`src/inc/fault_mute_regs.svh`:
```
`ifndef FAULT_MUTE_REGS_SVH
`define FAULT_MUTE_REGS_SVH
// ==========================================================
// register byte offsets
`define OFF_CTRL 8'h00
`define OFF_STATUS 8'h04
`define OFF_IRQ_STAT 8'h08
`define OFF_IRQ_MASK 8'h0c
`define OFF_FWD_THR 8'h10
`define OFF_REV_THR 8'h14
// ==========================================================
// field positions
`define CTRL_RED_EN 0
`define ST_FAULT 0
`define ST_THERM 1
`define ST_SHUTDOWN 2
`define ST_MUTED 3
`define ST_PWR_ALARM 4
`define ST_COIL 5
`define ST_PARTNER 6
`define ST_RED_LSB 8
`define EV_FAULT 0
`define EV_THERM 1
`define EV_PWR 2
`define EV_PARTNER 3
`define EV_W 4
// ==========================================================
// reset values
`define RST_CTRL 1'b1
`define RST_FWD_THR 12'h000
`define RST_REV_THR 12'hfff
// ==========================================================
// limits, degrees c and amperes
`define TEMP_FAULT_C 8'h50
`define TEMP_ALARM_C 8'h46
`define TEMP_RESTART_C 8'h41
`define CURRENT_FAULT_A 8'h96
`endif

```
`src/inc/fault_mute_pkg.sv`:
```
`default_nettype none
package fault_mute_pkg;
  // ==========================================================
  // redundancy switch states
  typedef enum logic [2:0] {
    RED_NORMAL = 3'b001,
    RED_TAKEOVER = 3'b010,
    RED_BOTH_BAD = 3'b100
  } red_e;
  // ==========================================================
  // top level state
  typedef struct packed {
    logic ack;
    logic [31:0] dat;
    logic red_en;
    logic [3:0] irq_stat;
    logic [3:0] irq_mask;
    logic [11:0] fwd_thr;
    logic [11:0] rev_thr;
    logic ser_mute;
    red_e red;
    logic relay;
    logic rf_dis;
    logic coil;
    logic fwd_fault;
    logic pwr_alarm;
    logic irq;
    logic [3:0] prev_ev;
    logic uart_v;
    logic rs_v;
    logic [7:0] code;
    logic [7:0] last;
  } top_s;
endpackage
`default_nettype wire

```
`src/rtl/pin_sync.sv`:
```
`default_nettype none
module pin_sync #(
  parameter int W = 1
) (
  input wire logic clk_i,
  input wire logic rst_i,
  input wire logic ce_i,
  input wire logic [W-1:0] pin_i,
  output logic [W-1:0] level_o
);
  // ==========================================================
  // three stages, output follows once stages two and three agree
  typedef struct packed {
    logic [W-1:0] s1;
    logic [W-1:0] s2;
    logic [W-1:0] s3;
    logic [W-1:0] lvl;
  } sync_s;
  sync_s q, d;
  always_comb begin
    d = q;
    d.s1 = pin_i;
    d.s2 = q.s1;
    d.s3 = q.s2;
    d.lvl = (q.s2 & q.s3) | (q.lvl & (q.s2 ^ q.s3));
  end
  always_ff @(posedge clk_i) begin
    if (rst_i) begin
      q <= '0;
    end else if (ce_i) begin
      q <= d;
    end
  end
  assign level_o = q.lvl;
endmodule // pin_sync
`default_nettype wire

```
`src/rtl/hyst_cmp.sv`:
```
`default_nettype none
module hyst_cmp #(
  parameter int W = 8
) (
  input wire logic clk_i,
  input wire logic rst_i,
  input wire logic ce_i,
  input wire logic [W-1:0] value_i,
  input wire logic [W-1:0] set_above_i,
  input wire logic [W-1:0] clear_at_i,
  output logic active_o
);
  // ==========================================================
  // set above upper limit, clear at or below lower limit
  typedef struct packed {
    logic act;
  } hyst_s;
  hyst_s q, d;
  always_comb begin
    d = q;
    if (value_i > set_above_i) begin
      d.act = 1'b1;
    end else if (value_i <= clear_at_i) begin
      d.act = 1'b0;
    end
  end
  always_ff @(posedge clk_i) begin
    if (rst_i) begin
      q <= '0;
    end else if (ce_i) begin
      q <= d;
    end
  end
  assign active_o = q.act;
endmodule // hyst_cmp
`default_nettype wire

```
`src/rtl/fault_mute_supervisor.sv`:
```
// Implementation choices: the Wishbone slave port and the register offsets.
`include "fault_mute_regs.svh"
`default_nettype none
module fault_mute_supervisor
  import fault_mute_pkg::*;
(
  input wire logic clk_i,
  input wire logic rst_i,
  input wire logic ce_i,
  input wire logic wb_cyc_i,
  input wire logic wb_stb_i,
  input wire logic wb_we_i,
  input wire logic [7:0] wb_adr_i,
  input wire logic [3:0] wb_sel_i,
  input wire logic [31:0] wb_dat_i,
  output logic [31:0] wb_dat_o,
  output logic wb_ack_o,
  input wire logic [1:0] pc_fault_i,
  input wire logic lo_unlock_i,
  input wire logic fet_fail_i,
  input wire logic mute_loop_closed_i,
  input wire logic partner_fault_i,
  input wire logic [7:0] baseplate_temp_i,
  input wire logic [7:0] internal_temp_i,
  input wire logic [7:0] supply_current_i,
  input wire logic [11:0] fwd_power_i,
  input wire logic [11:0] rev_power_i,
  input wire logic mute_cmd_i,
  input wire logic enable_cmd_i,
  input wire logic uart_ready_i,
  input wire logic rs485_ready_i,
  output logic fault_relay_on_o,
  output logic rf_disable_o,
  output logic thermal_alarm_o,
  output logic power_alarm_o,
  output logic switch_coil_o,
  output logic fault_to_partner_o,
  output logic uart_msg_valid_o,
  output logic [7:0] uart_msg_o,
  output logic rs485_msg_valid_o,
  output logic [7:0] rs485_msg_o,
  output logic irq_o
);
  // ==========================================================
  // helpers
  function automatic logic [31:0] lane_merge(input logic [31:0] old_v,
                                             input logic [31:0] new_v,
                                             input logic [3:0] sel);
    logic [31:0] r;
    r = old_v;
    for (int i = 0; i < 4; i++) begin
      if (sel[i]) begin
        r[8*i +: 8] = new_v[8*i +: 8];
      end
    end
    return r;
  endfunction

  function automatic logic hit(input logic [7:0] adr, input logic [7:0] off);
    return adr[7:2] == off[7:2];
  endfunction

  // ==========================================================
  // pin inputs
  logic [5:0] pins;
  logic [1:0] pc_fault;
  logic lo_unlock;
  logic fet_fail;
  logic loop_closed;
  logic partner_fault;
  logic therm_alarm;
  logic shutdown;

  pin_sync #(
    .W(6)
  ) u_sync (
    .clk_i(clk_i),
    .rst_i(rst_i),
    .ce_i(ce_i),
    .pin_i({pc_fault_i, lo_unlock_i, fet_fail_i, mute_loop_closed_i, partner_fault_i}),
    .level_o(pins)
  );
  assign pc_fault = pins[5:4];
  assign lo_unlock = pins[3];
  assign fet_fail = pins[2];
  assign loop_closed = pins[1];
  assign partner_fault = pins[0];

  // ==========================================================
  // thermal supervision
  hyst_cmp #(
    .W(8)
  ) u_alarm (
    .clk_i(clk_i),
    .rst_i(rst_i),
    .ce_i(ce_i),
    .value_i(internal_temp_i),
    .set_above_i(`TEMP_ALARM_C),
    .clear_at_i(`TEMP_RESTART_C),
    .active_o(therm_alarm)
  );

  hyst_cmp #(
    .W(8)
  ) u_shutdown (
    .clk_i(clk_i),
    .rst_i(rst_i),
    .ce_i(ce_i),
    .value_i(internal_temp_i),
    .set_above_i(`TEMP_FAULT_C),
    .clear_at_i(`TEMP_RESTART_C),
    .active_o(shutdown)
  );

  // ==========================================================
  // state
  top_s q, d;
  logic temp_hi;
  logic cur_hi;
  logic fault;
  logic muted;
  logic pwr_alarm;
  logic [7:0] code_now;
  logic [3:0] ev;
  logic wr;
  logic rd;
  logic [31:0] status;
  // write data merged into the ctrl, irq mask and threshold registers through their byte lanes
  logic [31:0] m_ctrl;
  logic [31:0] m_mask;
  logic [31:0] m_fwd;
  logic [31:0] m_rev;

  always_comb begin
    temp_hi = baseplate_temp_i > `TEMP_FAULT_C;
    cur_hi = supply_current_i > `CURRENT_FAULT_A;
    fault = (|pc_fault) | lo_unlock | fet_fail | temp_hi | cur_hi;
    muted = q.ser_mute | ~loop_closed;
    pwr_alarm = (rev_power_i > q.rev_thr) | (fwd_power_i < q.fwd_thr);
    code_now = {1'b0, fault, pc_fault, cur_hi, temp_hi, fet_fail, lo_unlock};
    ev = '0;
    ev[`EV_FAULT] = fault;
    ev[`EV_THERM] = therm_alarm;
    ev[`EV_PWR] = pwr_alarm;
    ev[`EV_PARTNER] = partner_fault;
    wr = wb_cyc_i & wb_stb_i & wb_we_i & ~q.ack;
    rd = wb_cyc_i & wb_stb_i & ~wb_we_i & ~q.ack;
    status = '0;
    status[`ST_FAULT] = ~q.relay;
    status[`ST_THERM] = therm_alarm;
    status[`ST_SHUTDOWN] = shutdown;
    status[`ST_MUTED] = muted;
    status[`ST_PWR_ALARM] = q.pwr_alarm;
    status[`ST_COIL] = q.coil;
    status[`ST_PARTNER] = partner_fault;
    status[`ST_RED_LSB +: 3] = q.red;
    // lanes not selected keep the old register contents
    m_ctrl = lane_merge({31'h0, q.red_en}, wb_dat_i, wb_sel_i);
    m_mask = lane_merge({28'h0, q.irq_mask}, wb_dat_i, wb_sel_i);
    m_fwd = lane_merge({20'h0, q.fwd_thr}, wb_dat_i, wb_sel_i);
    m_rev = lane_merge({20'h0, q.rev_thr}, wb_dat_i, wb_sel_i);
  end

  always_comb begin
    d = q;
    // bus slave, one wait state, unmapped reads return zero
    d.ack = wb_cyc_i & wb_stb_i & ~q.ack;
    d.dat = '0;
    if (rd) begin
      case (1'b1)
        hit(wb_adr_i, `OFF_CTRL): d.dat = {31'h0, q.red_en};
        hit(wb_adr_i, `OFF_STATUS): d.dat = status;
        hit(wb_adr_i, `OFF_IRQ_STAT): d.dat = {28'h0, q.irq_stat};
        hit(wb_adr_i, `OFF_IRQ_MASK): d.dat = {28'h0, q.irq_mask};
        hit(wb_adr_i, `OFF_FWD_THR): d.dat = {20'h0, q.fwd_thr};
        hit(wb_adr_i, `OFF_REV_THR): d.dat = {20'h0, q.rev_thr};
        default: d.dat = '0;
      endcase
    end
    if (wr && hit(wb_adr_i, `OFF_CTRL)) begin
      d.red_en = m_ctrl[`CTRL_RED_EN];
    end
    if (wr && hit(wb_adr_i, `OFF_IRQ_MASK)) begin
      d.irq_mask = m_mask[3:0];
    end
    if (wr && hit(wb_adr_i, `OFF_FWD_THR)) begin
      d.fwd_thr = m_fwd[11:0];
    end
    if (wr && hit(wb_adr_i, `OFF_REV_THR)) begin
      d.rev_thr = m_rev[11:0];
    end
    // sticky events, a new event wins over a write-one clear
    d.prev_ev = ev;
    if (wr && hit(wb_adr_i, `OFF_IRQ_STAT) && wb_sel_i[0]) begin
      d.irq_stat = q.irq_stat & ~wb_dat_i[3:0];
    end
    d.irq_stat = d.irq_stat | (ev & ~q.prev_ev);
    d.irq = |(d.irq_stat & d.irq_mask);

    // serial mute state, a mute request beats an enable
    if (mute_cmd_i) begin
      d.ser_mute = 1'b1;
    end else if (enable_cmd_i) begin
      d.ser_mute = 1'b0;
    end
    // shared disable line to both boards
    d.rf_dis = d.ser_mute | ~loop_closed | lo_unlock | shutdown;
    // relay held energised only while no fault is present
    d.relay = ~fault;
    d.fwd_fault = fault;
    d.pwr_alarm = pwr_alarm;

    // redundancy switch control
    case (q.red)
      RED_NORMAL: begin
        if (partner_fault && !fault) begin
          d.red = RED_TAKEOVER;
        end else if (partner_fault && fault) begin
          d.red = RED_BOTH_BAD;
        end
      end
      RED_TAKEOVER: begin
        if (!partner_fault) begin
          d.red = RED_NORMAL;
        end else if (fault) begin
          d.red = RED_BOTH_BAD;
        end
      end
      RED_BOTH_BAD: begin
        if (!partner_fault) begin
          d.red = RED_NORMAL;
        end else if (!fault) begin
          d.red = RED_TAKEOVER;
        end
      end
      default: d.red = RED_NORMAL;
    endcase
    if (!q.red_en) begin
      d.red = RED_NORMAL;
    end
    // coil energised only while this unit has taken over
    d.coil = d.red == RED_TAKEOVER;

    // fault message on both links whenever the fault picture changes
    if (q.uart_v && uart_ready_i) begin
      d.uart_v = 1'b0;
    end
    if (q.rs_v && rs485_ready_i) begin
      d.rs_v = 1'b0;
    end
    if (!d.uart_v && !d.rs_v && !q.uart_v && !q.rs_v && code_now != q.last) begin
      d.code = code_now;
      d.last = code_now;
      d.uart_v = 1'b1;
      d.rs_v = 1'b1;
    end
  end

  // state register, frozen while the clock enable is low
  always_ff @(posedge clk_i) begin
    if (rst_i) begin
      q <= '0;
      q.red_en <= `RST_CTRL;
      q.fwd_thr <= `RST_FWD_THR;
      q.rev_thr <= `RST_REV_THR;
      q.red <= RED_NORMAL;
      q.rf_dis <= 1'b1;
    end else if (ce_i) begin
      q <= d;
    end
  end

  // ==========================================================
  // outputs
  assign wb_ack_o = q.ack;
  assign wb_dat_o = q.dat;
  assign fault_relay_on_o = q.relay;
  assign rf_disable_o = q.rf_dis;
  assign thermal_alarm_o = therm_alarm;
  assign power_alarm_o = q.pwr_alarm;
  assign switch_coil_o = q.coil;
  assign fault_to_partner_o = q.fwd_fault;
  assign uart_msg_valid_o = q.uart_v;
  assign uart_msg_o = q.code;
  assign rs485_msg_valid_o = q.rs_v;
  assign rs485_msg_o = q.code;
  assign irq_o = q.irq;
endmodule // fault_mute_supervisor
`default_nettype wire

```
`config.mk`:
```
export PLATFORM = sky130hd
export DESIGN_NAME = fault_mute_supervisor
export DESIGN_NICKNAME = d
export VERILOG_FILES = /design/src/inc/fault_mute_pkg.sv /design/src/rtl/pin_sync.sv /design/src/rtl/hyst_cmp.sv /design/src/rtl/fault_mute_supervisor.sv
export VERILOG_INCLUDE_DIRS = /design/src /design/src/inc
export SDC_FILE = /design/constraint.sdc
export NUM_CORES = 1
export LEC_CHECK = 0
export BUFFER_PORTS_ARGS = -buffer_cell sky130_fd_sc_hd__buf_2
export CAP_MARGIN = 10
export CELL_PAD_IN_SITES_DETAIL_PLACEMENT = 1
export CELL_PAD_IN_SITES_GLOBAL_PLACEMENT = 1
export CORE_MARGIN = 1.5
export CORE_UTILIZATION = 37
export DETAILED_ROUTE_END_ITERATION = 10
export PLACE_DENSITY = 0.89
export SYNTH_ARGS = -nofsm -noshare
export SYNTH_HDL_FRONTEND = slang
export SYNTH_SLANG_ARGS = --single-unit
```
`constraint.sdc`:
```
create_clock -name clk_i -period 3.1 [get_ports clk_i]
set_clock_uncertainty 0.2 [all_clocks]
set_input_delay 0.155 -clock clk_i [delete_from_list [all_inputs] [get_ports clk_i]]
set_output_delay 0.155 -clock clk_i [all_outputs]
set_load 0.005 [all_outputs]
```
**Word-level counts from Yosys, hierarchy flattened**

Index checks and enable logic that the tools add are counted.

- Magnitude comparators: 7
- Bitwise gates (word level): 30
- Equality and inequality tests: 10
- Muxes and demuxes: 26
- Reduce and logical (&&, ||, !) cells: 32

Operator list:

| operator | number |
|---|---|
| 12-bit 2-to-1 mux | 7 |
| 8-bit by 7-bit greater-than comparator with 1-bit output (second input constant) | 3 |
| 3-bit 2-to-1 mux | 7 |
| 18-bit 2-to-1 mux | 1 |
| 3-bit AND reduction | 5 |
| 1-bit logical AND | 14 |
| 4-bit bitwise AND | 3 |
| 6-bit bitwise AND | 2 |
| 6-bit by 2-bit equality test with 1-bit output (second input constant) | 2 |
| 6-bit by 3-bit equality test with 1-bit output (second input constant) | 2 |
| 12-bit greater-than comparator | 1 |
| 12-bit less-than comparator | 1 |
| 4-bit 2-to-1 mux | 3 |
| 1-bit bitwise OR | 9 |
| 3-bit case mux with 3 select lines | 1 |
| 8-bit greater-than comparator (second input constant) | 1 |
| 8-bit by 7-bit less-or-equal comparator with 1-bit output (second input constant) | 1 |
| 4-bit inverter | 2 |
| 1-bit 2-to-1 mux | 7 |
| 7-bit != test | 1 |
| 1-bit bitwise AND | 6 |
| 3-bit by 2-bit equality test with 1-bit output (second input constant) | 2 |
| 6-bit by 1-bit equality test with 1-bit output (second input constant) | 1 |
| 6-bit logical NOT | 1 |
| 11 further kinds | 22 |

- Output and inout port bits: 58
- Register bits after elaboration: 115

**Longest topological paths before layout**

Gate-level depths: netlist of run 1.

- Word-level depth: 11
- Gate-level depth with buffers: 9
- Gate-level depth less buffers: 8

**By module**

Synthesis of run 1 repeated with hierarchy kept, for this count alone.

- Cells, all modules: 714
- Area, all modules: 6002.0 sq um

Modules (own cells, without submodules):

| module | cells each | instances | area an instance (sq um) |
|---|---|---|---|
| fault_mute_supervisor | 496 | 1 | 4106.4 |
| pin_sync | 102 | 1 | 1024.7 |
| hyst_cmp | 58 | 2 | 435.4 |

**Worst setup path before layout of run 1**

OpenSTA, ideal clock, no wires.

- Path type: input to register
- Start: input wb_adr_i[4]
- End: register q (netlist bit irq_o)
- Path buffers: 2
- Library setup time: 132 ps
- Stages: 8
- Path slack: 877 ps
- Arrival time: 1891 ps
- Cells stage by stage: buf_2 > or4_1 > buf_2 > or4_4 > a21oi_2 > a311oi_1 > a211oi_2 > o32ai_1

- Word-level cells in the longest chain between the ends: 7

Ends and longest elaborated chain:

| what | RTL line | text |
|---|---|---|
| start, declared | fault_mute_supervisor.sv:13 | `input wire logic [7:0] wb_adr_i,` |
| 6-bit by 2-bit equality test with 1-bit output | fault_mute_supervisor.sv:60 | `return adr[7:2] == off[7:2];` |
| 1-bit logical AND (2 in a row) | fault_mute_supervisor.sv:194 | `` if (wr && hit(wb_adr_i, `OFF_IRQ_STAT) && wb_sel_i[0]) begin `` |
| 4-bit 2-to-1 mux | fault_mute_supervisor.sv:194 |  |
| 4-bit bitwise OR | fault_mute_supervisor.sv:197 | `d.irq_stat = d.irq_stat \| (ev & ~q.prev_ev);` |
| 4-bit bitwise AND * | fault_mute_supervisor.sv:198 | `d.irq = \|(d.irq_stat & d.irq_mask);` |
| 4-bit OR reduction * | fault_mute_supervisor.sv:198 |  |
| end, declared | fault_mute_supervisor.sv:117 | `top_s q, d;` |

Every way passes the cells marked *; elsewhere a longest branch is shown, timed or not.
A chain may end at the register's enable or synchronous reset.

**Worst setup path after layout of run 1**

- Start: register q[39] (netlist bit)
- End: register q (netlist bit irq_o)

- Word-level cells in the longest chain between the ends: 6

Ends and longest elaborated chain:

| what | RTL line | text |
|---|---|---|
| 12-bit greater-than comparator | fault_mute_supervisor.sv:139 | `pwr_alarm = (rev_power_i > q.rev_thr) \| (fwd_power_i < q.fwd_thr);` |
| 1-bit bitwise OR | fault_mute_supervisor.sv:139 |  |
| 4-bit bitwise AND | fault_mute_supervisor.sv:197 |  |
| 4-bit bitwise OR | fault_mute_supervisor.sv:197 |  |
| 4-bit bitwise AND | fault_mute_supervisor.sv:198 |  |
| 4-bit OR reduction | fault_mute_supervisor.sv:198 |  |

No other way between the ends.

==> implementation parameters, run 1 <==
Parameter                              Value

Run status
  Status    finished clean

Synthesis
  Syn Std Cell Area    0.00505 mm^2
  Leading post-synthesis cells by cell area    sky130_fd_sc_hd__dfxtp_1, sky130_fd_sc_hd__mux2i_1, sky130_fd_sc_hd__buf_4, sky130_fd_sc_hd__ha_1, sky130_fd_sc_hd__nor2_1
  Fraction of registers with async set/reset    0%
  Largest area contributor in the netlist    sky130_fd_sc_hd__dfxtp_1
  Count of yosys warnings during synthesis    0
  Share of the synthesized area in compound gates (AO/OA/AOI/OAI)    15.9%
  Post-Synthesis Mean Instance Area    8.55 um^2
  Area share of and/or/nand/nor cells after synthesis    17.1%
  Xor and xnor area share after synthesis    1.39%
  Fraction of synthesized area in multiplexers    9.78%
  Library cell with the highest instance count after synthesis    sky130_fd_sc_hd__dfxtp_1
  Count of different cell masters after synthesis    66
  Register bit total from synthesis    93
  Sequential element share of the synthesized area    36.8%
  Combinational family with the most area after synthesis    simple AND/OR/NAND/NOR gates
  Top cell types by occurrence after synthesis    sky130_fd_sc_hd__dfxtp_1, sky130_fd_sc_hd__nor2_1, sky130_fd_sc_hd__nand2_1, sky130_fd_sc_hd__buf_4, sky130_fd_sc_hd__mux2i_1
  EDFF count, synth    0
  Adder and majority cell fraction of the synthesized area    7.18%
  Predominant post-synthesis flop cell    sky130_fd_sc_hd__dfxtp_1
  Area fraction of the dominant cell type after synthesis    36.8%
  Post-synthesis instance total    591

Route
  Number of vias after detailed routing    4809
  Routed Wire Length    16.3 mm
  Via count normalized by instance count    5.44
  Remaining routing DRC violations    0
  Detail-routed net length per standard cell    18.4 um
  Iteration-0 DRC Markers    285
  Final ANT Viol Nets    0
  Iteration count of the initial detailed-routing pass    6

Clock tree
  Number of buffers created by CTS    9
  Library cell used as clock root buffer    sky130_fd_sc_hd__clkbuf_16
  Clock latency on the worst-skew pair    0.34 ns
  Depth of the CTS H-tree    3
  Clock sinks    93
  Clock tree from TritonCTS    done
  Number of gates resized after CTS    0
  Clk pin slew, worst setup/hold paths    0.06 ns
  Maximum root-to-sink buffer count    2

Setup path
  Dominant delay contributor by cell family on the critical path    compound AO/OA/AOI/OAI gates
  Capturing point of the worst reg2reg path    irq_o
  Worst reg2reg path startpoint    q[39]
  Maximum cell stage delay along the critical path    0.43 ns
  Slowest cell on the critical path    sky130_fd_sc_hd__a221oi_1
  Top fanout value on the critical path    2
  Crit path required time    3.10 ns
  Data arrival time of the critical path    2.62 ns
  Crit path cell chain    inv_1 > ha_1 > and3_1 > a221o_1 > a221oi_1 > nor3_1 > a211oi_2 > o32ai_1
  Category of the worst setup path capture point    flop
  Register-to-Register Path Depth    8
  Worst R2R Setup Slack    0.48 ns
  Critical Setup Path Class    flop to flop
  CP startpoint kind    flop
  Buffers plus inverters on the worst setup path    1

Die
  Floorplan die area    0.0144 mm^2
  Number of ports placed on the die boundary    166
  Core Area    0.0133 mm^2
  Initial Util    38.0%
  X dimension of the die    120 um
  Vert. Die Dim    120 um
  Placement row count    42

Cells and area
  Area added between synthesis and finish    21.0%
  Number of fillers in the final layout    1615
  Core occupancy in the finished layout    46.0%
  Inserted Diodes    0
  Layout cell share with drive strength beyond 1    22.3%
  Area of all placed cells without fillers    0.00611 mm^2
  Layout net count    840

Timing
  Max frequency    0.382 GHz
  Number of endpoints failing setup at the final stage    0
  Setup repair after global routing missed its margin    false
  Final critical-path required period    2.62 ns
  Worst hold slack across all endpoints    0.0658 ns
  Sum of negative setup slack    0 ns
  Worst slew margin    45.6%
  Actual transition at the worst max-transition pin    0.816 ns
  Pins Over Slew Limit    0
  Final period utilization    84.5%
  Final number of hold-violating endpoints    0

GRT
  Maximum number of pins on one net before global-route repair    77
  First-pass GRT wire length    25.4 mm
  Number of antenna violations at the first check in global routing    0
  Via count of the first global-routing pass    5073
  GRT overflow    0
  Overall Global Routing Usage    22.6%

Pwr
  Static power due to leakage    2.67 nW
  Total internal power    2.04 mW
  Comb power frac    12.1%
  Switching portion of total power    25.3%
  Total power of the final layout    2.73 mW
  Share of total power in the clock network    42.1%
  Power density over the cells    447 mW/mm^2
  Worst-case vdd ir drop    0.000268 V
  Part of the power in registers    45.7%
  Switching power total    690 uW

Place
  Final HPWL DP    11.7 mm
  Post-placement cell area    0.00555 mm^2
  Count of input and output buffers    119
  Final weighted congestion of routability-driven global placement    0.897

Min path
  Source of the worst hold timing path    internal_temp_i[6]
  WHS Endpoint    u_shutdown.active_o
  Hold WC Path Type    input port to flop
  Number of cells on the worst hold path    4

Run
  Max-cap violations    0
## power by group through the flow
stage	registers (mW)	logic, mW	clock network, mW
floorplan	1.27	0.197	0
global placement	1.27	0.281	0
detailed placement	1.27	0.299	0
CTS	1.25	0.327	1.16
global route	1.25	0.362	1.21
finish	1.25	0.332	1.15
## sequential cells by signal (all words and copies together), names as in the netlist
signal	cells
u_sync.q	6
rf_disable_o	1
wb_ack_o	1
rs485_msg_valid_o	1
u_shutdown.active_o	1
u_sync.level_o	6
q	48
u_sync.d	12
fault_relay_on_o	1
switch_coil_o	1
uart_msg_valid_o	1
irq_o	1
wb_dat_o	12
u_alarm.active_o	1
## layer usage
| metal | routed length [um] | vias to the layer above | GRT usage, % | part of all wire, % |
|---|---|---|---|---|
| met4 | 514 | 0 | 10.6 | 3.2 |
| met3 | 857 | 44 | 3.33 | 5.3 |
| li1 | - | 2235 | - | - |
| met1 | 6450 | 2320 | 25.4 | 40 |
| met5 | 0 | - | 0 | 0 |
| met2 | 8450 | 210 | 41.7 | 52 |
## timing repair
action,4_1_cts,5_1_grt
endpoints found under the hold margin,39,0
hold buffers,25,0
buffers inserted,0,0
## cells in the final DEF (no fill, tap or decap), drive strengths merged, types with 3 or more instances in the layout
cell type | synthesis | final
buf | 55 | 128
dfxtp | 93 | 93
nor2 | 74 | 74
nand2 | 58 | 58
mux2i | 46 | 46
a21oi | 36 | 36
inv | 34 | 35
ha | 29 | 29
dlygate4sd3 | 0 | 25
conb | 1 | 22
o21ai | 19 | 19
o211ai | 12 | 12
nor3 | 12 | 12
a211oi | 12 | 12
clkbuf | 18 | 11
nand3 | 8 | 8
nand2b | 6 | 6
a222oi | 6 | 6
nand4 | 5 | 5
xnor2 | 5 | 5
a22oi | 4 | 4
a32oi | 3 | 3
xor2 | 3 | 3
a21o | 3 | 3
o22ai | 3 | 3
or4 | 3 | 3
nor4 | 3 | 3
clkinv | 0 | 3
## cell type report
type | instances | area [um^2] | share of cell area [%]
Tap cell | 176 | 220 | 3.60
Inverter | 34 | 128 | 2.09
Sequential cell | 93 | 1860 | 30.4
Clock inverter | 5 | 57.6 | 0.941
Clock buffer | 11 | 253 | 4.13
Multi-Input combinational cell | 412 | 2680 | 43.9
Timing Repair Buffer | 153 | 913 | 14.9
## tightest hold or removal path: stages
cell,delay [ns]
sky130_fd_sc_hd__buf_2,0.10
sky130_fd_sc_hd__o21a_1,0.09
sky130_fd_sc_hd__nor2_1,0.12
sky130_fd_sc_hd__a211oi_1,0.09
## per-stage QoR
step | instances | setup slack [ns]
6_report | 884 | 0.480
2_1_floorplan | 612 | 0.877
4_1_cts | 884 | 0.458
3_3_place_gp | 843 | 0.505
3_5_place_dp | 843 | 0.444
5_1_grt | 884 | 0.323
## logic make-up (layout without fill, tap and decap cells)
logic type | count (synthesis) | after routing
muxes | 48 | 48
other | 1 | 22
DFF | 93 | 93
adders and majority gates | 29 | 29
buffers and inverters | 107 | 203
and+or+nand+nor | 186 | 186
AOI/OAI and AO/OA | 119 | 119
xor gates and xnor gates | 8 | 8
## worst max-delay path by stage
stage | start | end | slack (ns) | depth (start not counted)
global placement | wb_adr_i[7] | irq_o | 0.51 | 7
global route | q[39] | q[62] | 0.32 | 8
finish | q[39] | irq_o | 0.48 | 8
detailed placement | wb_adr_i[7] | irq_o | 0.44 | 7
floorplan | wb_adr_i[4] | irq_o | 0.88 | 8
CTS | q[39] | irq_o | 0.46 | 8
No activity file was read; power rests on OpenSTA's default activity.
==> run 2, diff against run 1 <==
--- a/config.mk
+++ b/config.mk
@@ -6,14 +6,15 @@
 export SDC_FILE = /design/constraint.sdc
 export NUM_CORES = 1
 export LEC_CHECK = 0
+export ABC_AREA = 1
 export BUFFER_PORTS_ARGS = -buffer_cell sky130_fd_sc_hd__buf_2
 export CAP_MARGIN = 10
 export CELL_PAD_IN_SITES_DETAIL_PLACEMENT = 1
 export CELL_PAD_IN_SITES_GLOBAL_PLACEMENT = 1
 export CORE_MARGIN = 1.5
-export CORE_UTILIZATION = 37
+export CORE_UTILIZATION = 36
 export DETAILED_ROUTE_END_ITERATION = 10
-export PLACE_DENSITY = 0.89
+export PLACE_DENSITY = 0.9
 export SYNTH_ARGS = -nofsm -noshare
 export SYNTH_HDL_FRONTEND = slang
 export SYNTH_SLANG_ARGS = --single-unit
==> constraint.sdc (replaced) <==
create_clock -name clk_i -period 2.6 [get_ports clk_i]
set_clock_uncertainty 0.2 [all_clocks]
set_input_delay 0.13 -clock clk_i [delete_from_list [all_inputs] [get_ports clk_i]]
set_output_delay 0.13 -clock clk_i [all_outputs]
set_load 0.005 [all_outputs]
==> implementation parameters, run 2 <==
Parameter                              Value

Run status
  Status    finished clean

Synthesis
  Post-synthesis instance total    771 (+30%)
  Post-Synthesis Mean Instance Area    6.91 um^2 (-19%)
  Sequential element share of the synthesized area    35.0% (-1.9 points)
  Area fraction of the dominant cell type after synthesis    35.0% (-1.9 points)
  Top cell types by occurrence after synthesis    sky130_fd_sc_hd__nand2_1, sky130_fd_sc_hd__inv_1, sky130_fd_sc_hd__dfxtp_1, sky130_fd_sc_hd__nor2_1, sky130_fd_sc_hd__o21ai_0
  Predominant post-synthesis flop cell    sky130_fd_sc_hd__dfxtp_1
  Count of yosys warnings during synthesis    0 (unchanged)
  Fraction of registers with async set/reset    0% (unchanged)
  Library cell with the highest instance count after synthesis    sky130_fd_sc_hd__nand2_1
  Leading post-synthesis cells by cell area    sky130_fd_sc_hd__dfxtp_1, sky130_fd_sc_hd__nand2_1, sky130_fd_sc_hd__inv_1, sky130_fd_sc_hd__buf_4, sky130_fd_sc_hd__ha_1
  Syn Std Cell Area    0.00533 mm^2 (+5.4%)
  Largest area contributor in the netlist    sky130_fd_sc_hd__dfxtp_1
  Count of different cell masters after synthesis    40 (-39%)
  EDFF count, synth    0 (unchanged)
  Register bit total from synthesis    93 (unchanged)

Run
  Max-cap violations    0 (unchanged)

Cells and area
  Most common cell after layout, fill and taps aside    sky130_fd_sc_hd__nand2_1
  Layout net count    1018 (+21%)
  Flip-flop count of the largest register, all copies and words added    48 (unchanged)
  Core occupancy in the finished layout    44.1% (-1.9 points)
  Layout cell share with drive strength beyond 1    18.8% (-3.5 points)
  Register with the highest flop count    q
  Highest-count cells in the layout ignoring fill and taps    sky130_fd_sc_hd__nand2_1, sky130_fd_sc_hd__buf_2, sky130_fd_sc_hd__inv_1
  Number of fillers in the final layout    1897 (+17%)
  Inserted Diodes    0 (unchanged)
  Area added between synthesis and finish    19.9%

GRT
  GRT overflow    0 (unchanged)
  Overall Global Routing Usage    21.1% (-1.4 points)
  Maximum number of pins on one net before global-route repair    45 (-42%)
  Number of antenna violations at the first check in global routing    0 (unchanged)
  First-pass GRT wire length    26.6 mm (+4.4%)
  Via count of the first global-routing pass    5396 (+6.4%)

Timing
  Actual transition at the worst max-transition pin    0.585 ns (-0.231 ns)
  Final critical-path required period    2.45 ns
  Setup repair after global routing missed its margin    false
  Pins Over Slew Limit    0 (unchanged)
  Worst slew margin    60.8% (+15 points)
  Sum of negative setup slack    0 ns (unchanged)
  Max frequency    0.409 GHz
  Final number of hold-violating endpoints    0 (unchanged)
  Worst hold slack across all endpoints    0.0323 ns (-0.0336 ns)
  Final period utilization    94.1%
  Number of endpoints failing setup at the final stage    0 (unchanged)

Pwr
  Switching portion of total power    26.8% (+1.5 points)
  Share of total power in the clock network    40.4% (-1.7 points)
  Power density over the cells    530 mW/mm^2 (+19%)
  Switching power total    906 uW (+31%)
  Static power due to leakage    3.27 nW (+22%)
  Worst-case vdd ir drop    0.000311 V (+16%)
  Total internal power    2.48 mW (+21%)
  Comb power frac    14.5% (+2.4 points)
  Part of the power in registers    45.1% (-0.6 points)

Route
  Iteration count of the initial detailed-routing pass    4 (-2)
  Iteration-0 DRC Markers    332 (+16%)
  Final ANT Viol Nets    0 (unchanged)
  Via count normalized by instance count    4.97 (-8.6%)
  Routed Wire Length    16.3 mm (about the same)
  Remaining routing DRC violations    0 (unchanged)
  Number of vias after detailed routing    5323 (+11%)
  Detail-routed net length per standard cell    15.2 um (-17%)

Clock tree
  Depth of the CTS H-tree    3 (unchanged)
  Library cell used as clock root buffer    sky130_fd_sc_hd__clkbuf_16
  Clock sinks    93 (unchanged)
  Number of gates resized after CTS    0 (unchanged)
  Clock tree from TritonCTS    done
  Clk pin slew, worst setup/hold paths    0.07 ns (about the same)
  Maximum root-to-sink buffer count    2 (unchanged)
  Number of buffers created by CTS    9 (unchanged)
  Count of buffers added by post-CTS timing repair for setup    0 (unchanged)
  Clock latency on the worst-skew pair    0.35 ns (about the same)

Setup path
  Category of the worst setup path capture point    flop
  Crit path required time    2.62 ns (-0.48 ns)
  Capturing point of the worst reg2reg path    irq_o
  Critical Setup Path Class    input port to flop
  Worst R2R Setup Slack    0.62 ns (+0.14 ns)
  Worst reg2reg path startpoint    q[43]
  Register-to-Register Path Depth    14 (+6)
  Worst setup path endpoint    u_shutdown.active_o
  Crit path from    ce_i
  Data arrival time of the critical path    2.47 ns (-0.15 ns)
  CP startpoint kind    input port
  Top fanout value on the critical path    39 (+37)

Place
  Final HPWL DP    11.6 mm (-0.85%)
  Final weighted congestion of routability-driven global placement    0.832 (-7.2%)
  Count of input and output buffers    119 (unchanged)

Die
  Placement row count    44 (+4.8%)
  Initial Util    36.8% (-1.2 points)
  Core Area    0.0145 mm^2 (+8.9%)
  X dimension of the die    125 um (+4.0%)
  Vert. Die Dim    125 um (+4.0%)
  Number of ports placed on the die boundary    166 (unchanged)
  Floorplan die area    0.0155 mm^2 (+8.1%)

Min path
  Hold WC Path Type    input port to flop
  Number of cells on the worst hold path    4 (unchanged)
## run 2: critical path, stage by stage
cell,delay (ns)
sky130_fd_sc_hd__dlygate4sd3_1,0.52
sky130_fd_sc_hd__buf_2,0.14
sky130_fd_sc_hd__inv_2,0.34
sky130_fd_sc_hd__buf_4,0.46
sky130_fd_sc_hd__nor2_1,0.10
sky130_fd_sc_hd__o41ai_1,0.07
sky130_fd_sc_hd__dlygate4sd3_1,0.60
sky130_fd_sc_hd__a21oi_1,0.06
## run 2: stage by stage
step                      cells  total power, mW  instance area (um^2)  setup slack (ns)
final                      1070             3.38                  6380             0.154
after global routing       1070             3.54                  6380            0.0530
after CTS                  1070             3.40                  6380             0.166
after detailed placement   1028             2.00                  5810             0.630
after global placement     1028             1.98                  5810             0.687
after floorplan             792             1.87                  5400             0.928
## run 2: how the worst min path moves through the flow
stage / from / endpoint / slack [ns]
6_report: wb_sel_i[1] / q[53] / 0.03
5_1_grt: wb_sel_i[1] / q[54] / 0.06
4_1_cts: enable_cmd_i / rf_disable_o / 0.03
3_5_place_dp: fet_fail_i / u_sync.d[14] / 0.16
3_3_place_gp: fet_fail_i / u_sync.d[14] / 0.15
2_1_floorplan: partner_fault_i / u_sync.d[12] / 0.06
## run 2: per-layer routing
metal	share of wire (%)	vias to the layer above	track usage, %	wire length, um
met5	0	-	0	0
met1	42	2541	25.6	6860
met4	2.9	0	8.79	480
li1	-	2629	-	-
met3	4.1	33	4.21	675
met2	51	120	36.5	8270
## run 2: kinds of logic (layout without fill, tap and decap cells)
| family | count (synthesis) | after routing | share of synthesized area, % |
|---|---|---|---|
| and+or+nand+nor | 309 | 309 | 25.3 |
| AOI/OAI and AO/OA | 160 | 160 | 16.5 |
| adders and majority gates | 29 | 29 | 6.81 |
| other | 1 | 22 | 0.0704 |
| DFF | 93 | 93 | 35.0 |
| buffers and inverters | 179 | 273 | 16.3 |
## run 2: what timing repair did
item,in CTS,in global routing
hold buffers,26,0
setup endpoints to repair,0,0
hold endpoints to repair,37,0
## run 2: final cells by class
type / count / area, um^2 / share of cell area, %
clock buffers: 11 / 253 / 3.96
multi-input cells: 520 / 2680 / 41.9
inverters: 107 / 402 / 6.29
clock inverters: 5 / 56.3 / 0.882
flip-flops and latches: 93 / 1860 / 29.2
well taps: 184 / 230 / 3.61
repair buffers: 150 / 906 / 14.2
## run 2: power groups by stage
stage	Clock [mW]	Combinational [mW]	Sequential [mW]
final	1.37	0.492	1.53
after CTS	1.39	0.482	1.52
after global routing	1.46	0.555	1.53
after global placement	0	0.430	1.55
after floorplan	0	0.323	1.55
after detailed placement	0	0.448	1.56
